**src/hw/sccc_pkg.sv**
```systemverilog
// package: register map, field layout and reset values of the serial channel control block
package sccc_pkg;
  // ----------------------------------------
  // register addresses
  // ----------------------------------------
  localparam logic [11:0] SCCC_CH0_BASE = 12'h400;
  localparam logic [11:0] SCCC_CH1_BASE = 12'h500;
  localparam logic [11:0] SCCC_PRM_LO = 12'h080;
  localparam logic [11:0] SCCC_PRM_HI = 12'h0BF;
  localparam logic [11:0] SCCC_PRM_COMMON_HI = 12'h09B;
  localparam logic [11:0] SCCC_OFS_RX_FC = 12'h080;
  localparam logic [11:0] SCCC_OFS_TX_FC = 12'h081;
  localparam logic [11:0] SCCC_OFS_MRBL = 12'h082;
  localparam logic [11:0] SCCC_ADR_CLOCK_PIN_OPTIONS = 12'h8EE;
  localparam logic [11:0] SCCC_ADR_CHANNEL_MODE = 12'h8F0;
  localparam logic [11:0] SCCC_ADR_SYNC_PATTERN = 12'h8F2;
  localparam logic [11:0] SCCC_ADR_STATUS = 12'h8F4;
  localparam logic [11:0] SCCC_ADR_SYS_DIV = 12'h8F6;
  localparam logic [11:0] SCCC_ADR_HUNT = 12'h8F8;
  // ----------------------------------------
  // fields
  // ----------------------------------------
  localparam int SCCC_BIT_TX_TRI = 15;
  localparam int SCCC_BIT_RX_TRI = 14;
  localparam int SCCC_BIT_PDIV = 12;
  localparam logic [15:0] SCCC_CPO_MASK = 16'hD000;
  localparam int SCCC_BIT_RXEN = 3;
  localparam int SCCC_BIT_TXEN = 2;
  localparam int SCCC_DIAG_HI = 5;
  localparam int SCCC_DIAG_LO = 4;
  localparam int SCCC_PROT_HI = 1;
  localparam int SCCC_PROT_LO = 0;
  localparam logic [15:0] SCCC_ZERO16 = 16'h0000;
  localparam logic [15:0] SCCC_SYNC_RESET = 16'h7E7E;
  localparam logic [15:0] SCCC_CNT_ONE = 16'h0001;
  typedef enum logic [1:0] {
    SCCC_DIAG_NORMAL = 2'h0,
    SCCC_DIAG_LOOPBACK = 2'h1,
    SCCC_DIAG_ECHO = 2'h2,
    SCCC_DIAG_SOFTWARE = 2'h3
  } sccc_diag_t;
  typedef enum logic [1:0] {
    SCCC_PROT_HDLC = 2'h0,
    SCCC_PROT_UART = 2'h1,
    SCCC_PROT_RSVD = 2'h2,
    SCCC_PROT_SYNC = 2'h3
  } sccc_prot_t;
  localparam int SCCC_CHAR_BITS = 8;
endpackage : sccc_pkg

```
**src/hw/sccc_channel.sv**
```systemverilog
// serial channel control: clock pin options, mode, sync pattern, parameter area
// ----------------------------------------
// Summary of operation
// [RULE1] rx clock pin driven unless tristate bit; code drives it only while rx_clk_from_baud is also set
// [RULE2] tx clock pin driven unless tristate bit; code drives it only while tx_clk_from_baud is also set
// [RULE3] prescaler bit inserts timer input halving
// [RULE4] clock pin options 16 bits, reset zero
// [RULE5] diagnostic field selects normal/loop/echo/software
// [RULE6] receive enable; clearing discards receive data
// [RULE7] clearing receive enable aborts current character
// [RULE8] enables act without serial clocks present
// [RULE9] software issues hunt before re-enabling receiver
// [RULE10] clearing transmit enable aborts, idles line high
// [RULE11] protocol field: hdlc, uart, reserved, sync
// [RULE12] channel mode 16 bits, reset zero
// [RULE13] sync pattern resets to two flags
// [RULE14] sync bytes: second high, first low
// [RULE15] in uart sync register sets stop fraction
// [RULE16] software programs sync before bisync enable
// [RULE17] two descriptor tables per channel
// [RULE18] software writes full descriptor buffer pointers
// [RULE19] parameter area 80..BF above channel base
// [RULE20] common layout to 9A, protocol area after
// [RULE21] function codes at 80,81, length at 82
// [RULE22] unused option bits read zero
// [RULE23] separate halving for system clock source
// ----------------------------------------
//
// The address-and-strobe port was left to the implementer.
`timescale 1ns/10ps
module sccc_channel
  import sccc_pkg::*;
#(
  parameter int PRM_WORDS = 32,
  parameter logic [11:0] CH_BASE = SCCC_CH0_BASE
)(
  // clock and reset
  input wire logic clk,
  input wire logic rst,
  input wire logic ce,
  // register port
  input wire logic [11:0] addr,
  input wire logic [15:0] wdata,
  input wire logic wr,
  input wire logic rd,
  output logic [15:0] rdata,
  // clock sources
  input wire logic timer_input_one,
  input wire logic sys_clk_tick,
  input wire logic rx_clk_from_baud,
  input wire logic tx_clk_from_baud,
  input wire logic baud_clk,
  // clock pins
  output logic rx_clock_pin_one_o,
  output logic rx_clock_pin_one_oe,
  output logic tx_clock_pin_one_o,
  output logic tx_clock_pin_one_oe,
  // baud generator prescaler input ticks
  output logic baud_prescale_tick,
  // serial line
  input wire logic rx_bit_tick,
  input wire logic rx_data,
  input wire logic tx_bit_tick,
  output logic tx_data,
  // channel control to protocol engines
  output logic [1:0] diagnostic_field,
  output logic [1:0] protocol_field,
  output logic receive_enable,
  output logic transmit_enable,
  output logic hunt_active,
  output logic [7:0] first_sync_byte,
  output logic [7:0] second_sync_byte,
  output logic [15:0] stop_fraction_cfg,
  output logic [7:0] rx_char,
  output logic rx_char_valid
);
  // ----------------------------------------
  // decode
  // ----------------------------------------
  function automatic logic is_adr(input logic [11:0] a, input logic [11:0] r);
    return a == r;
  endfunction : is_adr

  function automatic logic in_prm(input logic [11:0] a);
    return (a >= CH_BASE + SCCC_PRM_LO) && (a <= CH_BASE + SCCC_PRM_HI);
  endfunction : in_prm

  logic [15:0] cpo_q;
  logic [15:0] mode_q;
  logic [15:0] sync_q;
  logic sys_div_q;
  logic [15:0] prm_q [PRM_WORDS]; // RULE17
  logic [15:0] rx_drop_cnt_q;
  logic [15:0] tx_abort_cnt_q;
  logic hunt_q;
  logic [7:0] rx_sh_q;
  logic [3:0] rx_cnt_q;
  logic [7:0] rx_char_q;
  logic rx_valid_q;
  logic [7:0] tx_sh_q;
  logic [3:0] tx_cnt_q;
  logic tx_data_q;
  logic [7:0] tx_hold_q;
  logic tx_hold_full_q;
  logic [15:0] rdata_q;
  logic tin_tick;
  logic sys_tick;
  logic rx_en_now;
  logic tx_en_now;
  logic [4:0] prm_idx;

  assign rx_en_now = mode_q[SCCC_BIT_RXEN];
  assign tx_en_now = mode_q[SCCC_BIT_TXEN];
  assign prm_idx = 5'((addr - (CH_BASE + SCCC_PRM_LO)) >> 1);

  // ----------------------------------------
  // registers
  // ----------------------------------------
  always_ff @(posedge clk or posedge rst) begin
    if (rst) begin
      cpo_q <= SCCC_ZERO16; // RULE4
    end else if (ce && wr && is_adr(addr, SCCC_ADR_CLOCK_PIN_OPTIONS)) begin
      cpo_q <= wdata & SCCC_CPO_MASK; // RULE22
    end
  end

  always_ff @(posedge clk or posedge rst) begin
    if (rst) begin
      mode_q <= SCCC_ZERO16; // RULE12
    end else if (ce && wr && is_adr(addr, SCCC_ADR_CHANNEL_MODE)) begin
      mode_q <= wdata; // RULE8
    end
  end

  always_ff @(posedge clk or posedge rst) begin
    if (rst) begin
      sync_q <= SCCC_SYNC_RESET; // RULE13
    end else if (ce && wr && is_adr(addr, SCCC_ADR_SYNC_PATTERN)) begin
      sync_q <= wdata;
    end
  end

  always_ff @(posedge clk or posedge rst) begin
    if (rst) begin
      sys_div_q <= 1'b0;
    end else if (ce && wr && is_adr(addr, SCCC_ADR_SYS_DIV)) begin
      sys_div_q <= wdata[0]; // RULE23
    end
  end

  // parameter area: byte lanes at 80/81, word at 82 and beyond
  always_ff @(posedge clk or posedge rst) begin
    if (rst) begin
      for (int i = 0; i < PRM_WORDS; i++) begin
        prm_q[i] <= SCCC_ZERO16;
      end
    end else if (ce && wr && in_prm(addr)) begin
      if (is_adr(addr, CH_BASE + SCCC_OFS_RX_FC)) begin
        prm_q[prm_idx][15:8] <= wdata[7:0]; // RULE21
      end else if (is_adr(addr, CH_BASE + SCCC_OFS_TX_FC)) begin
        prm_q[prm_idx][7:0] <= wdata[7:0]; // RULE21
      end else begin
        prm_q[prm_idx] <= wdata; // RULE19 RULE20
      end
    end
  end

  // hunt request: set by command, cleared once receiver enabled sees a char
  always_ff @(posedge clk or posedge rst) begin
    if (rst) begin
      hunt_q <= 1'b0;
    end else if (ce) begin
      if (wr && is_adr(addr, SCCC_ADR_HUNT)) begin
        hunt_q <= 1'b1; // RULE9
      end else if (rx_valid_q) begin
        hunt_q <= 1'b0;
      end
    end
  end

  // ----------------------------------------
  // clock sources and pins
  // ----------------------------------------
  sccc_div2 u_tin_div (
    .clk(clk),
    .rst(rst),
    .ce(ce),
    .enable(cpo_q[SCCC_BIT_PDIV]),
    .tick_in(timer_input_one),
    .tick_out(tin_tick)
  ); // RULE3

  logic sys_phase_q;
  always_ff @(posedge clk or posedge rst) begin
    if (rst) begin
      sys_phase_q <= 1'b0;
    end else if (ce && sys_clk_tick) begin
      sys_phase_q <= sys_div_q ? ~sys_phase_q : 1'b0;
    end
  end
  assign sys_tick = sys_div_q ? (sys_clk_tick && sys_phase_q) : sys_clk_tick; // RULE23

  always_ff @(posedge clk or posedge rst) begin
    if (rst) begin
      baud_prescale_tick <= 1'b0;
    end else if (ce) begin
      baud_prescale_tick <= tin_tick | sys_tick;
    end
  end

  always_ff @(posedge clk or posedge rst) begin
    if (rst) begin
      rx_clock_pin_one_o <= 1'b0;
      rx_clock_pin_one_oe <= 1'b0;
      tx_clock_pin_one_o <= 1'b0;
      tx_clock_pin_one_oe <= 1'b0;
    end else if (ce) begin
      rx_clock_pin_one_o <= baud_clk;
      rx_clock_pin_one_oe <= rx_clk_from_baud && !cpo_q[SCCC_BIT_RX_TRI]; // RULE1
      tx_clock_pin_one_o <= baud_clk;
      tx_clock_pin_one_oe <= tx_clk_from_baud && !cpo_q[SCCC_BIT_TX_TRI]; // RULE2
    end
  end

  // ----------------------------------------
  // receiver
  // ----------------------------------------
  logic rx_in;
  always_comb begin
    unique case (sccc_diag_t'(mode_q[SCCC_DIAG_HI:SCCC_DIAG_LO]))
      SCCC_DIAG_LOOPBACK: rx_in = tx_data_q; // RULE5
      default: rx_in = rx_data;
    endcase
  end

  always_ff @(posedge clk or posedge rst) begin
    if (rst) begin
      rx_sh_q <= 8'h00;
      rx_cnt_q <= 4'h0;
      rx_char_q <= 8'h00;
      rx_valid_q <= 1'b0;
      rx_drop_cnt_q <= SCCC_ZERO16;
    end else if (ce) begin
      rx_valid_q <= 1'b0;
      if (!rx_en_now) begin
        if (rx_cnt_q != 4'h0) begin
          rx_drop_cnt_q <= rx_drop_cnt_q + SCCC_CNT_ONE; // RULE7
        end
        rx_cnt_q <= 4'h0; // RULE6 RULE7
        rx_sh_q <= 8'h00;
      end else if (rx_bit_tick) begin
        rx_sh_q <= {rx_in, rx_sh_q[7:1]};
        if (rx_cnt_q == 4'(SCCC_CHAR_BITS - 1)) begin
          rx_cnt_q <= 4'h0;
          rx_char_q <= {rx_in, rx_sh_q[7:1]};
          rx_valid_q <= 1'b1;
        end else begin
          rx_cnt_q <= rx_cnt_q + 4'h1;
        end
      end
    end
  end

  // ----------------------------------------
  // transmitter: echo takes received bits, else holding byte
  // ----------------------------------------
  always_ff @(posedge clk or posedge rst) begin
    if (rst) begin
      tx_sh_q <= 8'h00;
      tx_cnt_q <= 4'h0;
      tx_data_q <= 1'b1;
      tx_hold_q <= 8'h00;
      tx_hold_full_q <= 1'b0;
      tx_abort_cnt_q <= SCCC_ZERO16;
    end else if (ce) begin
      if (!tx_en_now) begin
        if (tx_cnt_q != 4'h0 || tx_hold_full_q) begin
          tx_abort_cnt_q <= tx_abort_cnt_q + SCCC_CNT_ONE;
        end
        tx_cnt_q <= 4'h0; // RULE10
        tx_hold_full_q <= 1'b0;
        tx_sh_q <= 8'h00;
        tx_data_q <= 1'b1;
      end else begin
        if (wr && is_adr(addr, SCCC_ADR_STATUS) && !tx_hold_full_q) begin
          tx_hold_q <= wdata[7:0];
          tx_hold_full_q <= 1'b1;
        end
        if (tx_bit_tick) begin
          if (mode_q[SCCC_DIAG_HI:SCCC_DIAG_LO] == SCCC_DIAG_ECHO) begin
            tx_data_q <= rx_data; // RULE5
          end else if (tx_cnt_q != 4'h0) begin
            tx_data_q <= tx_sh_q[0];
            tx_sh_q <= {1'b1, tx_sh_q[7:1]};
            tx_cnt_q <= tx_cnt_q - 4'h1;
          end else if (tx_hold_full_q) begin
            tx_data_q <= tx_hold_q[0];
            tx_sh_q <= {1'b1, tx_hold_q[7:1]};
            tx_cnt_q <= 4'(SCCC_CHAR_BITS - 1);
            tx_hold_full_q <= 1'b0;
          end else begin
            tx_data_q <= 1'b1;
          end
        end
      end
    end
  end

  // ----------------------------------------
  // read data and control outputs
  // ----------------------------------------
  always_ff @(posedge clk or posedge rst) begin
    if (rst) begin
      rdata_q <= SCCC_ZERO16;
    end else if (ce) begin
      rdata_q <= SCCC_ZERO16;
      if (rd) begin
        if (is_adr(addr, SCCC_ADR_CLOCK_PIN_OPTIONS)) begin
          rdata_q <= cpo_q; // RULE22
        end else if (is_adr(addr, SCCC_ADR_CHANNEL_MODE)) begin
          rdata_q <= mode_q;
        end else if (is_adr(addr, SCCC_ADR_SYNC_PATTERN)) begin
          rdata_q <= sync_q;
        end else if (is_adr(addr, SCCC_ADR_SYS_DIV)) begin
          rdata_q <= {15'h0000, sys_div_q};
        end else if (is_adr(addr, SCCC_ADR_STATUS)) begin
          rdata_q <= {rx_drop_cnt_q[5:0], tx_abort_cnt_q[5:0], hunt_q,
                      tx_hold_full_q, rx_cnt_q != 4'h0, tx_cnt_q != 4'h0};
        end else if (in_prm(addr)) begin
          if (is_adr(addr, CH_BASE + SCCC_OFS_RX_FC)) begin
            rdata_q <= {8'h00, prm_q[prm_idx][15:8]};
          end else if (is_adr(addr, CH_BASE + SCCC_OFS_TX_FC)) begin
            rdata_q <= {8'h00, prm_q[prm_idx][7:0]};
          end else begin
            rdata_q <= prm_q[prm_idx];
          end
        end
      end
    end
  end

  always_ff @(posedge clk or posedge rst) begin
    if (rst) begin
      diagnostic_field <= SCCC_DIAG_NORMAL;
      protocol_field <= SCCC_PROT_HDLC;
      receive_enable <= 1'b0;
      transmit_enable <= 1'b0;
      first_sync_byte <= SCCC_SYNC_RESET[7:0];
      second_sync_byte <= SCCC_SYNC_RESET[15:8];
      stop_fraction_cfg <= SCCC_ZERO16;
    end else if (ce) begin
      diagnostic_field <= mode_q[SCCC_DIAG_HI:SCCC_DIAG_LO]; // RULE5
      protocol_field <= mode_q[SCCC_PROT_HI:SCCC_PROT_LO]; // RULE11
      receive_enable <= rx_en_now; // RULE6
      transmit_enable <= tx_en_now;
      if (mode_q[SCCC_PROT_HI:SCCC_PROT_LO] == SCCC_PROT_UART) begin
        stop_fraction_cfg <= sync_q; // RULE15
      end else begin
        first_sync_byte <= sync_q[7:0]; // RULE14
        second_sync_byte <= sync_q[15:8]; // RULE14
        stop_fraction_cfg <= SCCC_ZERO16;
      end
    end
  end

  assign rdata = rdata_q;
  assign tx_data = tx_data_q;
  assign rx_char = rx_char_q;
  assign rx_char_valid = rx_valid_q;
  assign hunt_active = hunt_q;
endmodule : sccc_channel

```
**src/hw/sccc_div2.sv**
```systemverilog
// divide-by-two stage with bypass, run as a clock-enable pulse generator
`timescale 1ns/10ps
module sccc_div2
  import sccc_pkg::*;
(
  // clock and reset
  input wire logic clk,
  input wire logic rst,
  input wire logic ce,
  // source tick in, tick out
  input wire logic enable,
  input wire logic tick_in,
  output logic tick_out
);
  logic phase_q;

  always_ff @(posedge clk or posedge rst) begin
    if (rst) begin
      phase_q <= 1'b0;
    end else if (ce && tick_in && enable) begin
      phase_q <= ~phase_q;
    end else if (ce && !enable) begin
      phase_q <= 1'b0;
    end
  end

  always_comb begin
    tick_out = enable ? (tick_in && phase_q) : tick_in;
  end
endmodule : sccc_div2

```
**config.mk**
```make
export PLATFORM = sky130hd
export DESIGN_NAME = sccc_channel
export DESIGN_NICKNAME = d
export VERILOG_FILES = /design/src/hw/sccc_pkg.sv /design/src/hw/sccc_channel.sv /design/src/hw/sccc_div2.sv
export SDC_FILE = /design/constraint.sdc
export NUM_CORES = 1
export LEC_CHECK = 0
export ABC_AREA = 1
export BUFFER_PORTS_ARGS = -buffer_cell sky130_fd_sc_hd__buf_2
export CAP_MARGIN = 20
export CORE_MARGIN = 10
export CORE_UTILIZATION = 56
export CTS_CLUSTER_SIZE = 28
export DETAILED_ROUTE_END_ITERATION = 12
export MAX_ROUTING_LAYER = met4
export PLACE_DENSITY = 0.79
export SETUP_SLACK_MARGIN = 0.2
export SYNTH_ARGS = -nofsm -noshare
export SYNTH_HDL_FRONTEND = slang
export SYNTH_HIERARCHICAL = 1
export SYNTH_SLANG_ARGS = --single-unit
```
**constraint.sdc**
```tcl
create_clock -name clk -period 22.6 [get_ports clk]
set_input_delay 3.39 -clock clk [delete_from_list [all_inputs] [get_ports clk]]
set_output_delay 3.39 -clock clk [all_outputs]
set_load 0.01 [all_outputs]
```
==> Word-level counts from Yosys, hierarchy flattened <==
Cells that the tools add are included.
W data, S select, Z words.
{ "word_totals": {"mem_bits_ro": 0, "input_bits": 41, "mem_bits_rw": 0, "latchBits": 0, "regBits": 684, "output_inout_bits": 70, "memories": 0, "wordCells": 192} }
{ "classes": {"bitwise": 7, "n_shift": 0, "n_lt_le_gt_ge": 4, "reduce_logical": 37, "n_mux": 61, "multipliers": 0, "addsub": 5, "div": 0, "eq_ne": 16} }
{ "ops": {"columns": ["op", "n"], "rows": [
  ["$bwmux W512", 3],
  ["$mux W512", 2],
  ["$demux W16 S5", 3],
  ["$mux W16", 14],
  ["$bmux W16 S5", 1],
  ["$eq A12 B12 Y1 const B", 6],
  ["$mux W8", 8],
  ["$add A16 B1 Y16 const B", 2],
  ["$mux W4", 8],
  ["$eq A12 B11 Y1 const B", 2],
  ["$mux W1", 22],
  ["$logic_and A1 B1 Y1", 19],
  ["$ge A12 B11 Y1 const B", 1],
  ["$le A12 B11 Y1 const B", 1],
  ["$reduce_and A3 Y1", 3],
  ["$reduce_and A2 Y1", 4],
  ["$reduce_and A4 Y1", 2],
  ["$reduce_bool A4 Y1", 2],
  ["$ge A6 B6 Y1 const B", 1],
  ["$lt A6 B1 Y1 const B", 1],
  ["$ne A2 B2 Y1 const B", 3],
  ["$not A5 Y6", 1],
  ["$sub A6 B1 Y6 const B", 1],
  ["$not A1 Y1", 5],
  ["other kinds (10)", 15]
]} }

==> Logic depth before layout (Yosys ltp) <==
Gate-level depths: netlist of run 1.
{ "logic_depth": {"word_depth": 14, "ltp_mapped": 19, "mapped_depth_nobuf": 16} }

==> Modules after synthesis <==
The synthesis of run 1 kept the hierarchy.
{ "modules_own_cells": {"columns": ["mod", "area_per_inst_um2", "seq_area_each_um2", "cells_per_inst", "n_inst"], "rows": [
  ["sccc_channel", 31560.3, 16597.2, 3939, 1],
  ["sccc_div2", 67.6, 25.0, 11, 1]
]} }

==> Worst setup path after synthesis of run 1 <==
No wires, ideal clock.
{ "synth_timing": {"kind": "input to register", "from": "input port addr[5]", "to": "register prm_q[399] (netlist name)", "stages": 13, "setup_slack_ps": 17574, "t_arrival_ps": 4889, "required_ps": 22463, "n_path_buf": 3, "setup_ps": 137, "cell_sequence": "buf_4 > inv_1 > nand2_2 > inv_2 > nand4_4 > nor3_4 > nand2_2 > nand2_4 > buf_8 > nor2_2 > buf_4 > nor2_1 > a21oi_1"} }
{ "synth_via": {"elab_chain_len": 9, "elab_cells_between_ends": 21, "cone_classes": "add/sub (1); order compare (4); eq/ne (2); mux (10); bitwise (1); reduce/logical (3)"} }
{ "synth_rtl": {"columns": ["element", "line_no", "source"], "rows": [
  ["start, declared", "sccc_channel.sv:42", "input wire logic [11:0] addr,"],
  ["$sub A6 B1 Y6", "sccc_channel.sv:114", "assign prm_idx = 5'((addr - (CH_BASE + SCCC_PRM_LO)) >> 1);"],
  ["$not A5 Y6 (not written as such)", "sccc_channel.sv:159, sccc_channel.sv:161, sccc_channel.sv:163", null],
  ["$ge A6 B6 Y1 (not written as such) or $lt A6 B1 Y1 (tied branches)", "sccc_channel.sv:159, sccc_channel.sv:163", null],
  ["$logic_and A1 B1 Y1 (not written as such)", "sccc_channel.sv:159, sccc_channel.sv:163", null],
  ["$mux W16 (not written as such)", "sccc_channel.sv:163", "prm_q[prm_idx] <= wdata;"],
  ["$demux W16 S5", "sccc_channel.sv:163", null],
  ["$bwmux W512", "sccc_channel.sv:163", null],
  ["$mux W512", "sccc_channel.sv:160", "end else if (is_adr(addr, CH_BASE + SCCC_OFS_TX_FC)) begin"],
  ["$mux W512", "sccc_channel.sv:158", "if (is_adr(addr, CH_BASE + SCCC_OFS_RX_FC)) begin"],
  ["end signal, assigned by index", "sccc_channel.sv:159", "prm_q[prm_idx][15:8] <= wdata[7:0];"],
  ["end signal, assigned by index", "sccc_channel.sv:161", "prm_q[prm_idx][7:0] <= wdata[7:0];"],
  ["end signal, assigned by index", "sccc_channel.sv:163", null],
  ["end, declared", "sccc_channel.sv:92", "logic [15:0] prm_q [PRM_WORDS];"]
]} }
Parallel ways exist; a longest one is shown, timed or not.
A chain may end at the register's enable or synchronous reset.

==> Worst setup path after layout of run 1 <==
{ "layout_timing": {"from": "input port addr[2]", "to": "register prm_q[322] (netlist name)"} }
{ "layout_via": {"elab_chain_len": 9, "elab_cells_between_ends": 21, "cone_classes": "add/sub (1); order compare (4); eq/ne (2); mux (10); bitwise (1); reduce/logical (3)"} }
{ "layout_rtl": {"columns": ["element", "line_no"], "rows": [
  ["$sub A6 B1 Y6", "sccc_channel.sv:114"],
  ["$not A5 Y6 (not written as such)", "sccc_channel.sv:159, sccc_channel.sv:161, sccc_channel.sv:163"],
  ["$ge A6 B6 Y1 (not written as such) or $lt A6 B1 Y1 (tied branches)", "sccc_channel.sv:161, sccc_channel.sv:163"],
  ["$logic_and A1 B1 Y1 (not written as such)", "sccc_channel.sv:161, sccc_channel.sv:163"],
  ["$mux W16 (not written as such) or $mux W8 (tied branches)", "sccc_channel.sv:163, sccc_channel.sv:161"],
  ["$demux W16 S5, on equally long branches", "sccc_channel.sv:163, sccc_channel.sv:161"],
  ["$bwmux W512, on equally long branches", "sccc_channel.sv:163, sccc_channel.sv:161"],
  ["$mux W512", "sccc_channel.sv:160"],
  ["$mux W512", "sccc_channel.sv:158"]
]} }
Parallel ways exist; a longest one is shown, timed or not.

==> results.json, run 1 <==
{
  "clock_sinks": 663,
  "synth_top_area_share_pct": 50.5,
  "netlist_area_um2": 31600,
  "clock_latency_ns": 0.62,
  "finalSetupTns_ns": 0,
  "ys_warn_count": 6,
  "clk_pin_slew_worst_paths_ns": 0.06,
  "finalSetupViolCount": 0,
  "yosysMostFrequentCell": "nand2_1",
  "cap_violations": 0,
  "num_rows": 87,
  "cp.required_ns": 23.05,
  "ys_seq_elements": 663,
  "rsz0062_at_grt": "no",
  "cts.repair.resized": 0,
  "grt_antenna_before_repair": 1,
  "fillers": 4821,
  "cts_post_setup_buffers_inserted": 0,
  "viasPerCell": 5.91,
  "syn_area_per_cell_um2": 8.01,
  "chipHeight_um": 258,
  "critical_path.slowest_cell": "buf_4",
  "vias": 28100,
  "cts_tree": "built",
  "synthFlopType": "dfrtp_1",
  "worstPathArrival_ns": 7.76,
  "period_share_pct": 32.3,
  "die_area_um2": 66400,
  "cts_buffer_depth": 3,
  "seq_area_um2": 16600,
  "synth_top_family_by_area": "simple AND/OR/NAND/NOR gates",
  "grt_pass1_wl_um": 152000,
  "synth_compound_area_share_pct": 14.3,
  "fin_crit_ns": 7.31,
  "slew_violations": 0,
  "muxShareOfSynthArea_pct": 0,
  "ys_seq_area_share_pct": 52.6,
  "worstSetupStartpointType": "primary input",
  "min_path_type": "flip-flop to flip-flop",
  "grt_pass1_vias": 26800,
  "multi_input_area_um2": 12600,
  "endpoint_kind": "flip-flop",
  "worst-slew-pin-transition_ns": 1.06,
  "synth_nets": 3996,
  "die_w_um": 258,
  "crit_type": "primary input to flip-flop",
  "grt_max_degree": 129,
  "netlist-cell-type-count": 43,
  "drive_above_1_share_pct": 10.7,
  "cts_hold_buffers": 0,
  "wl_um": 96800,
  "slew_headroom_pct": 29.2,
  "drt_iter0_markers": 3869,
  "cts_made_buffers": 67,
  "dp_hpwl_um": 61300,
  "grt-ovfl-total": 0,
  "worstRegToRegCells": 8,
  "htreeDepth": 3,
  "start_util_pct": 56.3,
  "crit_fanout": 99,
  "synth_area_leaders": "dfrtp_1 (50%), nand2_1 (12%), nor2_1 (5.1%)",
  "synth_fa_ha_area_share_pct": 0.198,
  "pre_cts_slack_ns": 14.65,
  "async_flop_share_pct": 100,
  "max_stage_delay_ns": 0.74,
  "gp_congestion": 0.960,
  "first_pass_iters": 8,
  "status": "complete, no violations",
  "fin_skew_ns": 0.0244,
  "syn_to_final_growth_pct": 9.67,
  "drcViolationCount": 0,
  "fmax_ghz": 0.137,
  "ant_nets": 0,
  "nNetsFinal": 3993,
  "grt_usage_pct": 29.6,
  "holdPathStages": 1,
  "crit_chain": "buf_2, nor2_8, buf_4, nand3_1, nor2_4, inv_2, nand2_4, inv_4, buf_4, buf_16, nand3_1, o21ai_0",
  "drt-wirelength-per-cell_um": 20.4,
  "syn_inst": 3950,
  "coreArea_um2": 56200,
  "io_pins": 111,
  "synth_common_cells": "nand2_1 (1043), dfrtp_1 (638), nor2_1 (430), inv_1 (314), o21ai_0 (308)",
  "synth-edff-count": 0,
  "port-buffer-count": 110,
  "synth_top_area_cell": "dfrtp_1",
  "synth-simple-area-share_pct": 25.0,
  "synthXorXnorAreaFrac_pct": 0.332,
  "ir_worst_vdd_v": 0.0000991,
  "setup_ws_ns": 15.29,
  "p_leak_nw": 17.2,
  "powerDensity_nw_per_um2": 74.0,
  "cts_root_buf": "clkbuf_16",
  "hold_viol": 0
}
-- cells by family after synthesis --
group	count (synthesis)
xor+xnor	12
compound gates	830
simple gates	1860
flops	663
fa+ha+maj	5
buf+inv	580
-- cell usage in the layout, fill, tap and decap left out, drive strengths merged --
master and count:
a211oi 1, a21boi 1, a21oi 305, a22oi 36, a31oi 27, buf 152, bufinv 4, clkbuf 96
clkinv 19, clkinvlp 4, dfrtp 638, dfstp 25, diode 1, ha 5, inv 354, nand2 1051
nand3 235, nand3b 1, nand4 43, nor2 508, nor3 17, nor4 5, o211ai 1, o21ai 352
o21bai 2, o22ai 31, o31ai 72, o32ai 2, xnor2 3, xor2 9
-- final timing paths --
| check | slack [ns] | startpoint | end |
|---|---|---|---|
| max | 15.29 | addr[2] | prm_q[322] |
| min | 0.48 | tx_abort_cnt_q[5] | tx_abort_cnt_q[5] |
| max reg2reg | 20.33 | tx_cnt_q[0] | tx_data |
| min reg2reg | 0.48 | tx_abort_cnt_q[5] | tx_abort_cnt_q[5] |
| max in group asynchronous | 16.55 | rst | prm_q[417] |
| min in group asynchronous | 2.66 | rst | u_tin_div/phase_q |
-- worst max-delay path, delay by kind of cell --
| kind | cells | cell delay, ns |
|---|---|---|
| AO/OA/AOI/OAI | 1 | 0.10 |
| buffers and inverters | 6 | 2.40 |
| AND/OR/NAND/NOR | 5 | 1.76 |
-- where the power goes --
group          internal (mW)  switching (mW)
clock network          0.669           0.476
registers               1.22          0.0162
logic                 0.0410           0.146
total                   1.93           0.638
-- cell type report --
| cell class | count | area share, % |
|---|---|---|
| multi-input combinational | 2707 | 36.4 |
| inverter | 356 | 3.90 |
| tap | 756 | 2.73 |
| sequential | 663 | 47.9 |
| clock buffer | 96 | 5.83 |
| timing repair buffer | 152 | 2.58 |
| antenna | 1 | 0.00721 |
| clock inverter | 25 | 0.689 |
-- registers in the layout, summed over array words and instances, names as in the netlist, 2 cells and up --
signal	count
first_sync_byte	8
tx_hold_q	8
sync_q	16
rx_char	8
rx_cnt_q	4
rx_drop_cnt_q	6
rdata	16
cpo_q	3
prm_q	512
rx_sh_q	7
second_sync_byte	8
tx_cnt_q	4
diagnostic_field	2
mode_q	16
tx_sh_q	8
stop_fraction_cfg	16
protocol_field	2
tx_abort_cnt_q	6
-- metal layers --
layer	GRT usage, %	wire length [um]	vias to the layer above
li1	-	-	12800
met1	38.9	38200	13500
met2	43.4	43300	1543
met3	6.34	10800	297
met4	14.1	4610	0
met5	-	0	-
-- per-stage QoR --
step / area [um^2] / total power, mW / utilization [%] / hold WS [ns] / std cells
after floorplan: 31600 / 1.38 / - / 0.442 / 3950
after global placement: 32400 / 1.43 / 57.7 / 0.451 / 4632
after detailed placement: 32400 / 1.44 / 57.7 / 0.458 / 4632
after CTS: 34600 / 2.57 / 61.7 / 0.474 / 4753
after global routing: 34700 / 2.64 / 61.8 / 0.495 / 4756
final: 34700 / 2.57 / 61.8 / 0.477 / 4756
Power figures use the tool's default switching activity.
==> inputs of run 2 (changes only) <==
- ABC_AREA: 1 -> 0
- clock period: 22.6 -> 6.2 ns (I/O delays scaled with it)
==> run 2 against run 1 <==
Compared with the run above:
- routed wire length down 15%
- cell count down 33%
- largest power group unchanged
- final area down 4.2%
- first-iteration DRC count down 41%
- utilization up 1.2 points
- via count down 26%
- combinational power rose to 3.1 times the previous value
- global-route usage down 2.7 points
- sequential power rose to 3.6 times the previous value
- register-to-register slack worse by 17 ns
- die area down 4.8%
- synthesized area down 5.2%
==> results.json, run 2 <==
{
  "drive_above_1_share_pct": 30.8,
  "clk_pin_slew_worst_paths_ns": 0.06,
  "synth_area_leaders": "dfrtp_1 (53%), mux2_2 (14%), mux4_2 (5.6%)",
  "cts_made_buffers": 68,
  "ir_worst_vdd_v": 0.000169,
  "syn_to_final_growth_pct": 10.8,
  "ys_seq_elements": 663,
  "grt_antenna_before_repair": 1,
  "synth_top_area_cell": "dfrtp_1",
  "viasPerCell": 6.54,
  "synth_common_cells": "dfrtp_1 (638), mux2_2 (365), nand2_1 (231), o21ai_0 (186), nor2_1 (123)",
  "powerDensity_nw_per_um2": 277,
  "ys_seq_area_share_pct": 55.4,
  "worst-slew-pin-transition_ns": 1.26,
  "gp_congestion": 0.985,
  "place_inst": 3064,
  "synthFlopType": "dfrtp_1",
  "fin_cells": 3187,
  "period_share_pct": 65.3,
  "layout_common_cells": "dfrtp_1 (638), mux2_2 (365), nand2_1 (231)",
  "synth_nets": 2462,
  "crit_fanout": 71,
  "worstSetupStartpointType": "primary input",
  "min_path_type": "primary input to async pin",
  "slew_violations": 0,
  "endpoint_kind": "flip-flop",
  "setup_ws_ns": 2.15,
  "largest_register_ffs": 512,
  "critical_path.slowest_cell": "buf_4",
  "dp_hpwl_um": 54200,
  "first_pass_iters": 6,
  "fillers": 3831,
  "clock_sinks": 663,
  "combPwrFrac_pct": 6.2,
  "p_int_mw": 7.05,
  "netlist_area_um2": 30000,
  "port-buffer-count": 110,
  "clkPwrFrac_pct": 45.2,
  "grt_usage_pct": 26.9,
  "placed_area_um2": 31000,
  "cts_tree": "built",
  "chipHeight_um": 251,
  "htreeDepth": 3,
  "vias": 20800,
  "cap_violations": 0,
  "syn_inst": 2416,
  "coreArea_um2": 52800,
  "num_rows": 84,
  "cts_post_setup_buffers_inserted": 0,
  "clock_latency_ns": 0.61,
  "p_leak_nw": 15.9,
  "grt-ovfl-total": 0,
  "netlist-cell-type-count": 79,
  "wl_um": 82600,
  "die_area_um2": 63200,
  "cp.required_ns": 6.69,
  "start_util_pct": 56.8,
  "slew_headroom_pct": 16.2,
  "largest_register": "prm_q",
  "cts.repair.resized": 0,
  "grt_max_degree": 162,
  "drt-wirelength-per-cell_um": 25.9,
  "critPathTopFamily": "buffers and inverters",
  "fmax_ghz": 0.247,
  "p_sw_share_pct": 23.3,
  "switchingPower_mw": 2.15,
  "yosysMostFrequentCell": "dfrtp_1",
  "finalSetupTns_ns": 0,
  "layout_commonest_cell": "dfrtp_1",
  "crit_type": "primary input to flip-flop",
  "finalSetupViolCount": 0,
  "cts_buffer_depth": 3,
  "grt_pass1_wl_um": 128000,
  "ys_warn_count": 6,
  "fin_skew_ns": 0.0144,
  "final_util_pct": 63.0,
  "worstPathArrival_ns": 4.54,
  "drt_iter0_markers": 2268,
  "cp_num_buf_inv": 3,
  "die_w_um": 251,
  "cts_root_buf": "clkbuf_16",
  "io_pins": 111,
  "cts_hold_buffers": 0,
  "async_flop_share_pct": 100,
  "max_stage_delay_ns": 0.80,
  "hold_viol": 0,
  "nNetsFinal": 2493,
  "ant_nets": 0,
  "drcViolationCount": 0,
  "fin_crit_ns": 4.05,
  "synth_top_area_share_pct": 53.3,
  "crit_chain": "buf_8, buf_4, mux2i_1, o22ai_1, nor3_1, o22ai_1, a2111oi_0, buf_4, o2bb2ai_1",
  "status": "complete, no violations",
  "syn_area_per_cell_um2": 12.4,
  "pre_cts_slack_ns": 1.80,
  "rsz0062_at_grt": "no",
  "pwr-share-seq_pct": 48.6,
  "fin_area_um2": 33200,
  "grt_pass1_vias": 21000,
  "synth-edff-count": 0
}
==> run 2: cell type report <==
cell class | instances | area (um^2) | share of cell area, %
sequential | 663 | 16600 | 50.0
multi-input combinational | 1541 | 12400 | 37.5
clock buffer | 106 | 2070 | 6.23
timing repair buffer | 157 | 975 | 2.93
tap | 688 | 861 | 2.59
clock inverter | 15 | 184 | 0.554
inverter | 16 | 63.8 | 0.192
antenna | 1 | 2.50 | 0.00753
==> run 2: power by group through the flow <==
stage               Sequential [mW]  Combinational (mW)  Clock [mW]
CTS                            4.47               0.570        4.19
floorplan                      4.55               0.373           0
finish                         4.47               0.571        4.15
global route                   4.48               0.621        4.37
global placement               4.54               0.545           0
detailed placement             4.55               0.566           0
==> run 2: final timing paths <==
path	from	endpoint	slack (ns)	cells after the start
min in group clk	cpo_q[15]	tx_clock_pin_one_oe	0.48	1
max in group asynchronous	rst	prm_q[5]	4.15	4
max reg2reg	prm_q[105]	rdata[1]	3.67	7
min	rst	u_tin_div/phase_q	0.19	2
max	addr[1]	rdata[1]	2.15	9
min reg2reg	cpo_q[15]	tx_clock_pin_one_oe	0.48	1
==> run 2: metrics by stage <==
| step | total power, mW | hold slack (ns) |
|---|---|---|
| 4_1_cts | 9.23 | 0.162 |
| 2_1_floorplan | 4.92 | 0.434 |
| 5_1_grt | 9.47 | 0.197 |
| 6_report | 9.20 | 0.194 |
| 3_5_place_dp | 5.12 | 0.465 |
| 3_3_place_gp | 5.09 | 0.456 |
==> run 2: layer usage <==
metal  GRT usage [%]  wire [um]  vias up
met2            41.1      38600     1071
li1                -          -     8858
met4            10.9       3190        0
met3            6.19       7580      212
met5               -          0        -
met1            34.4      33200    10700
==> run 2: cells by family (layout without fill, tap and decap cells) <==
group | count (synthesis) | count (layout) | share of synthesized area (%)
adder cells (fa/ha/maj) | 5 | 5 | 0.209
flip-flops | 663 | 663 | 55.4
multiplexers | 534 | 534 | 22.6
AO/OA/AOI/OAI | 482 | 482 | 9.63
AND/OR/NAND/NOR | 509 | 509 | 8.69
XOR/XNOR | 11 | 11 | 0.321
buffers and inverters | 212 | 294 | 3.15
other | 0 | 1 | 0
